<file path="config.mk">
export PLATFORM = sky130hd
export DESIGN_NAME = dms_mode_cmds
export DESIGN_NICKNAME = d
export VERILOG_FILES = /design/src/core/dms_mode_cmds.v /design/src/core/dms_wake_timer.v
export VERILOG_INCLUDE_DIRS = /design/src /design/src/include
export SDC_FILE = /design/constraint.sdc
export NUM_CORES = 1
export LEC_CHECK = 0
export ABC_AREA = 1
export BUFFER_PORTS_ARGS = -buffer_cell sky130_fd_sc_hd__buf_2
export CAP_MARGIN = 0
export CORE_UTILIZATION = 25
export CTS_CLUSTER_DIAMETER = 100
export DETAILED_ROUTE_END_ITERATION = 6
export PLACE_DENSITY = 0.5
export SYNTH_ARGS = -nofsm -noshare
export SYNTH_HDL_FRONTEND = slang
export SYNTH_SLANG_ARGS = --single-unit
</file>
<file path="constraint.sdc">
create_clock -name clk -period 3.3 [get_ports clk]
set_input_delay 0.66 -clock clk [delete_from_list [all_inputs] [get_ports clk]]
set_output_delay 0.66 -clock clk [all_outputs]
set_load 0.01 [all_outputs]
</file>
<file path="src/include/dms_map.vh">
`ifndef DMS_MAP_VH
`define DMS_MAP_VH
// Command codes
`define DMS_CMD_NOP          8'h00
`define DMS_CMD_SW_RESET     8'h01
`define DMS_CMD_DISP_STATUS  8'h0a
`define DMS_CMD_ACCESS_ORDER 8'h0b
`define DMS_CMD_IMAGE_MODE   8'h0d
`define DMS_CMD_SIGNAL_MODE  8'h0e
`define DMS_CMD_SLEEP_ENTER  8'h10
`define DMS_CMD_SLEEP_EXIT   8'h11
`define DMS_CMD_PARTIAL_ON   8'h12
`define DMS_CMD_NORMAL_ON    8'h13
// Read-back byte bit positions
`define DMS_DS_IDLE          6
`define DMS_DS_PARTIAL       5
`define DMS_DS_AWAKE         4
`define DMS_DS_NORMAL        3
`define DMS_DS_PANEL_ON      2
`define DMS_AO_ROW           7
`define DMS_AO_COL           6
`define DMS_AO_SWAP          5
`define DMS_AO_REFRESH       4
`define DMS_AO_BGR           3
`define DMS_IM_SCROLL        7
`define DMS_IM_INV           5
`define DMS_SM_TEARING_LINE_ENABLE         7
`define DMS_SM_TE_MODE       6
// Timing in microseconds, clock in MHz
`define DMS_CLK_MHZ          250
`define DMS_DIAG_US          5000
`define DMS_LOAD_US          120000
`define DMS_DIAG_CYC         (`DMS_DIAG_US * `DMS_CLK_MHZ)
`define DMS_LOAD_CYC         (`DMS_LOAD_US * `DMS_CLK_MHZ)
`endif

</file>
<file path="src/core/dms_mode_cmds.v">
`include "dms_map.vh"
`timescale 1ns/1ps
`default_nettype none
module dms_mode_cmds #(
  parameter integer DIAG_CYC = `DMS_DIAG_CYC,
  parameter integer LOAD_CYC = `DMS_LOAD_CYC
) (
  input  wire       clk,
  input  wire       rstn,
  input  wire       cmd_valid,
  input  wire [7:0] cmd_code,
  input  wire       frame_start,
  input  wire       nmi_event,
  input  wire       idle_mode,
  input  wire       panel_on,
  input  wire       row_order_reverse,
  input  wire       column_order_reverse,
  input  wire       row_column_swap,
  input  wire       refresh_direction,
  input  wire       bgr_order,
  input  wire       inversion_on,
  input  wire       scroll_active,
  input  wire       tearing_line_enable,
  input  wire       tearing_line_mode,
  output reg        rd_valid_ff,
  output reg  [7:0] rd_data_ff,
  output reg        awake_ff,
  output reg        partial_state_ff,
  output reg        scroll_exit_ff,
  output reg        dcdc_en_ff,
  output reg        osc_en_ff,
  output reg        scan_en_ff,
  output reg        host_if_en_ff,
  output reg        mem_retain_ff,
  output reg        diag_run_ff,
  output reg        default_load_ff
);
  localparam [1:0] ST_ASLEEP = 2'b01;
  localparam [1:0] ST_AWAKE  = 2'b10;

  reg  [1:0] state_ff;
  reg  [1:0] nxt_state;
  reg        pend_partial_ff;
  reg        pend_normal_ff;
  reg        nxt_pend_partial;
  reg        nxt_pend_normal;
  reg        soft_rst_ff;
  wire       diag_busy;
  wire       load_busy;
  wire       is_cmd;
  wire       leave_awake;

  function is_op;
    input [7:0] code;
    input [7:0] op;
    begin
      is_op = cmd_valid && (code == op);
    end
  endfunction

  assign is_cmd = cmd_valid;
  // Any of these drops the device back to sleep
  assign leave_awake = is_op(cmd_code, `DMS_CMD_SLEEP_ENTER) ||
                       is_op(cmd_code, `DMS_CMD_SW_RESET) || nmi_event;

  always @* begin
    nxt_state = state_ff;
    case (state_ff)
      ST_ASLEEP: begin
        // Repeated sleep-enter has no effect here
        if (is_op(cmd_code, `DMS_CMD_SLEEP_EXIT))
          nxt_state = ST_AWAKE;
      end
      ST_AWAKE: begin
        // Repeated sleep-exit has no effect here
        if (leave_awake)
          nxt_state = ST_ASLEEP;
      end
      default: nxt_state = ST_ASLEEP;
    endcase
  end

  always @* begin
    nxt_pend_partial = pend_partial_ff;
    nxt_pend_normal  = pend_normal_ff;
    if (is_op(cmd_code, `DMS_CMD_PARTIAL_ON) && !partial_state_ff) begin
      nxt_pend_partial = 1'b1;
      nxt_pend_normal  = 1'b0;
    end else if (is_op(cmd_code, `DMS_CMD_NORMAL_ON)) begin
      nxt_pend_normal  = 1'b1;
      nxt_pend_partial = 1'b0;
    end else if (frame_start) begin
      nxt_pend_partial = 1'b0;
      nxt_pend_normal  = 1'b0;
    end
    if (is_op(cmd_code, `DMS_CMD_SW_RESET)) begin
      nxt_pend_partial = 1'b0;
      nxt_pend_normal  = 1'b0;
    end
  end

  // Software reset stops wake timing; one-cycle pulse is enough
  always @(posedge clk or negedge rstn) begin
    if (!rstn)
      soft_rst_ff <= 1'b0;
    else
      soft_rst_ff <= is_op(cmd_code, `DMS_CMD_SW_RESET);
  end

  dms_wake_timer #(
    .DIAG_CYC (DIAG_CYC),
    .LOAD_CYC (LOAD_CYC)
  ) u_timer (
    .clk          (clk),
    .rstn         (rstn),
    .start        (state_ff == ST_ASLEEP && nxt_state == ST_AWAKE),
    .stop         (nxt_state == ST_ASLEEP || soft_rst_ff),
    .diag_busy_ff (diag_busy),
    .load_busy_ff (load_busy)
  );

  always @(posedge clk or negedge rstn) begin
    if (!rstn) begin
      state_ff         <= ST_ASLEEP;
      pend_partial_ff  <= 1'b0;
      pend_normal_ff   <= 1'b0;
      awake_ff         <= 1'b0;
      partial_state_ff <= 1'b0;
      scroll_exit_ff   <= 1'b0;
      dcdc_en_ff       <= 1'b0;
      osc_en_ff        <= 1'b0;
      scan_en_ff       <= 1'b0;
      host_if_en_ff    <= 1'b0;
      mem_retain_ff    <= 1'b0;
      diag_run_ff      <= 1'b0;
      default_load_ff  <= 1'b0;
    end else begin
      state_ff        <= nxt_state;
      pend_partial_ff <= nxt_pend_partial;
      pend_normal_ff  <= nxt_pend_normal;
      awake_ff        <= (nxt_state == ST_AWAKE);
      // Power controls follow the sleep state
      dcdc_en_ff      <= (nxt_state == ST_AWAKE);
      osc_en_ff       <= (nxt_state == ST_AWAKE);
      scan_en_ff      <= (nxt_state == ST_AWAKE);
      // Host side and frame memory never power down in sleep; reset clears them
      host_if_en_ff   <= 1'b1;
      mem_retain_ff   <= 1'b1;
      diag_run_ff     <= diag_busy;
      default_load_ff <= load_busy;
      scroll_exit_ff  <= 1'b0;
      if (is_op(cmd_code, `DMS_CMD_SW_RESET)) begin
        partial_state_ff <= 1'b0;
      end else if (frame_start) begin
        // Mode change waits for the frame boundary to avoid tearing
        if (pend_partial_ff)
          partial_state_ff <= 1'b1;
        if (pend_normal_ff) begin
          partial_state_ff <= 1'b0;
          scroll_exit_ff   <= 1'b1;
        end
      end
    end
  end

  // Reads answer one cycle after the command
  always @(posedge clk or negedge rstn) begin
    if (!rstn) begin
      rd_valid_ff <= 1'b0;
      rd_data_ff  <= 8'h00;
    end else begin
      rd_valid_ff <= 1'b0;
      if (is_cmd) begin
        case (cmd_code)
          `DMS_CMD_DISP_STATUS: begin
            rd_valid_ff <= 1'b1;
            rd_data_ff  <= 8'h00;
            rd_data_ff[`DMS_DS_IDLE]     <= idle_mode;
            rd_data_ff[`DMS_DS_PARTIAL]  <= partial_state_ff;
            rd_data_ff[`DMS_DS_AWAKE]    <= awake_ff;
            rd_data_ff[`DMS_DS_NORMAL]   <= ~partial_state_ff;
            rd_data_ff[`DMS_DS_PANEL_ON] <= panel_on;
          end
          `DMS_CMD_ACCESS_ORDER: begin
            rd_valid_ff <= 1'b1;
            rd_data_ff  <= 8'h00;
            rd_data_ff[`DMS_AO_ROW]     <= row_order_reverse;
            rd_data_ff[`DMS_AO_COL]     <= column_order_reverse;
            rd_data_ff[`DMS_AO_SWAP]    <= row_column_swap;
            rd_data_ff[`DMS_AO_REFRESH] <= refresh_direction;
            rd_data_ff[`DMS_AO_BGR]     <= bgr_order;
          end
          `DMS_CMD_IMAGE_MODE: begin
            rd_valid_ff <= 1'b1;
            rd_data_ff  <= 8'h00;
            rd_data_ff[`DMS_IM_SCROLL] <= scroll_active;
            rd_data_ff[`DMS_IM_INV]    <= inversion_on;
          end
          `DMS_CMD_SIGNAL_MODE: begin
            rd_valid_ff <= 1'b1;
            rd_data_ff  <= 8'h00;
            rd_data_ff[`DMS_SM_TEARING_LINE_ENABLE]   <= tearing_line_enable;
            rd_data_ff[`DMS_SM_TE_MODE] <= tearing_line_mode;
          end
          default: rd_valid_ff <= 1'b0;
        endcase
      end
    end
  end
endmodule // dms_mode_cmds
`default_nettype wire

</file>
<file path="src/core/dms_wake_timer.v">
`timescale 1ns/1ps
`default_nettype none
// Counts the wake-up windows after a sleep exit
module dms_wake_timer #(
  parameter integer DIAG_CYC = 1250000,
  parameter integer LOAD_CYC = 30000000
) (
  input  wire clk,
  input  wire rstn,
  input  wire start,
  input  wire stop,
  output reg  diag_busy_ff,
  output reg  load_busy_ff
);
  reg  [31:0] cnt_ff;
  wire [31:0] cnt_inc;

  assign cnt_inc = cnt_ff + 32'h00000001;

  always @(posedge clk or negedge rstn) begin
    if (!rstn) begin
      cnt_ff       <= 32'h00000000;
      diag_busy_ff <= 1'b0;
      load_busy_ff <= 1'b0;
    end else if (stop) begin
      cnt_ff       <= 32'h00000000;
      diag_busy_ff <= 1'b0;
      load_busy_ff <= 1'b0;
    end else if (start) begin
      cnt_ff       <= 32'h00000000;
      diag_busy_ff <= 1'b1;
      load_busy_ff <= 1'b1;
    end else if (load_busy_ff) begin
      cnt_ff <= cnt_inc;
      if (cnt_inc >= DIAG_CYC)
        diag_busy_ff <= 1'b0;
      if (cnt_inc >= LOAD_CYC)
        load_busy_ff <= 1'b0;
    end
  end
endmodule // dms_wake_timer
`default_nettype wire

</file>
==> out/results.tsv <==
metric	value	unit
via/cell ratio	4.523	
Routed WL	9322	um
cts bufs inserted	5	
fill cell count	1581	
Crit path arrival time	2.35	ns
power density over the cells	351.5	nW/um^2
core area	14150	um^2
clk_lat worst skew	0.30	ns
crit path time final	2.186	ns
setup bufs post-CTS	0	
cell taking the most area after synthesis	dfrtp_1	
All-Layer GR Usage	0.1323	
sequential share of the synthesized area	0.3537	
count leader, synth	nand2_1	
Multi-input gate area	2038	um^2
Leak	1.993	nW
initial antenna violation count	0	
H-tree depth	2	
main flop type after synthesis	dfrtp_1	
period utilization	0.6624	
Layout Utilization	0.2953	
Synth Warn #	0	
Buf/Inv on CP	2	
Routed wire per std cell	11.92	um
CTS tree	done	
post-route antenna net violation count	0	
top cells by area, synth	dfrtp_1, nand2_1, nor2_1	
Congestion Overflow GR	0	
GP Congestion	0.8308	
Yosys top cell area share	0.3466	
detailed placement HPWL	7114	um
largest net degree at the start of global routing	53	
Final setup viols	0	
slowest CP cell	buf_4	
CP required	3.46	ns
ant diodes	0	
Worst Setup Start Kind	input pin	
share of layout cells above drive strength 1	0.1412	
Die Y	123.4	um
root buffer cell	clkbuf_16	
most frequent cells after synthesis	nand2_1, nor2_1, inv_1	
cell family with most CP delay	simple AND/OR/NAND/NOR gates	
Clock Sinks	52	
nets@finish	628	
final hold vios	0	
asr flop ratio synth	1.000	
Max-Cap Viols	0	
CP cell instances	buf_2 > nor2_1 > nand3b_1 > nor3_1 > o21ai_0 > o21ai_0 > nand2_1 > nor2_2 > nand2_2 > nand3_2 > buf_4 > a21oi_1	
status	finished clean	
clock slew at reported path FFs	0.07	ns
vias in the first global route	3414	
Die Wd	123.4	um
Port Buffers	40	
via count	3537	
hold buffer count at cts	0	
Longest Clk Path Bufs	2	
FF+latch area	1303	um^2
first-pass GRT wire length	15900	um
DRT Pass-1 Iters	4	
Gate Count Post-Synth	564	
CP Class	input pin to flip-flop	
critical path's most frequent cell	o21ai_0	
Max-slew headroom	0.3496	
row count	43	
Avg Cell Area, Syn	6.529	um^2
post-synth cell types	38	
worst slew pin tran	0.9695	ns
setup TNS	0	ns
Seq cells post-synth	52	
Worst setup EP type	flip-flop	
Synth Cell Area	3682	um^2
Worst path max stage delay	0.34	ns
post-CTS sizing	0	
number of synthesized flops with an enable pin	0	
drt first-iter violations	184	
fin. max-slew vios	0	
area of the die	15220	um^2
# IOs	43	
final clock skew	0.01118	ns
peak supply drop	0.0002143	V
FMAX	457.5	MHz
DR DRC count	0	
Hold Path Class	flip-flop to flip-flop	
unrepaired setup endpoints after global routing	false	
starting density of the core	0.2602	
area delta synth->final	13.49	%
CP max FO	32	
## sequential cells by signal (all words and copies together), names as in the netlist
signal	flops
default_load_ff	1
diag_run_ff	1
mem_retain_ff	1
partial_state_ff	1
pend_normal_ff	1
pend_partial_ff	1
rd_data_ff	6
rd_valid_ff	1
scan_en_ff	1
scroll_exit_ff	1
soft_rst_ff	1
state_ff	2
u_timer.cnt_ff	32
u_timer.diag_busy_ff	1
u_timer.load_busy_ff	1
## layout by cell type, fill, tap and decap left out, types with 4 or more instances in the layout
cell / n
nand2_1: 186
nor2_1: 93
inv_1: 59
dfrtp_1: 51
buf_2: 40
nand3_1: 36
o21ai_0: 26
a21oi_1: 17
nand4_1: 11
nand2_2: 9
nor2_2: 6
nor2_4: 6
clkbuf_16: 5
nor3_1: 4
xor2_1: 4
a31oi_1: 4
buf_4: 4
## kinds of logic after synthesis
logic type               after synthesis  share of synthesized area
other                                  2                   0.002039
flip-flops                            52                     0.3537
adder cells (fa/ha/maj)                3                    0.01019
AND/OR/NAND/NOR                      365                     0.4380
buffers and inverters                 78                    0.09378
XOR/XNOR                               5                    0.01189
AO/OA/AOI/OAI                         59                    0.09038
## per-stage QoR
step	std cells	total power [W]	hold slack [ns]	setup WS [ns]	instance area, um^2
2_1_floorplan	565	0.0008869	0.3540	1.319	3686
3_3_place_gp	774	0.0009383	0.3732	0.8812	4033
3_5_place_dp	774	0.0009471	0.3755	0.7911	4033
4_1_cts	782	0.001496	0.3930	1.080	4179
5_1_grt	782	0.001550	0.4165	0.8313	4179
6_report	782	0.001469	0.3846	1.114	4179
## area by class of cell
cell class                      count  share of cell area
Clock buffer                        5             0.02994
Inverter                           63             0.05659
Sequential cell                    52              0.3117
Tap cell                          180             0.05389
Timing Repair Buffer               44             0.05509
Clock inverter                      3            0.005090
Multi-Input combinational cell    435              0.4877
## per-layer routing
layer	global-route usage	vias to the layer above	wire, um
met1	0.1692	1607	4390
met5	0	-	0
met2	0.2297	76	4300
li1	-	1848	-
met4	0.02636	0	55
met3	0.02629	6	575
## worst paths after layout
check	slack (ns)	start	endpoint	cells after the start
setup / recovery	1.11	cmd_code[7]	u_timer.cnt_ff[1]	12
hold / removal	0.38	u_timer.diag_busy_ff	diag_run_ff	0
setup reg to reg	1.12	u_timer.cnt_ff[1]	u_timer.diag_busy_ff	14
hold reg to reg	0.38	u_timer.diag_busy_ff	diag_run_ff	0
max in group asynchronous	2.34	rstn	u_timer.load_busy_ff	2
min in group asynchronous	0.49	rstn	u_timer.cnt_ff[9]	2
## where the power goes
part	total (W)	internal (W)	switching, W
Sequential	0.000678	0.000663	0.0000144
Clock	0.000542	0.000284	0.000258
Combinational	0.000250	0.0000708	0.000179
Total	0.00147	0.00102	0.000451
Power figures use the tool's default switching activity.
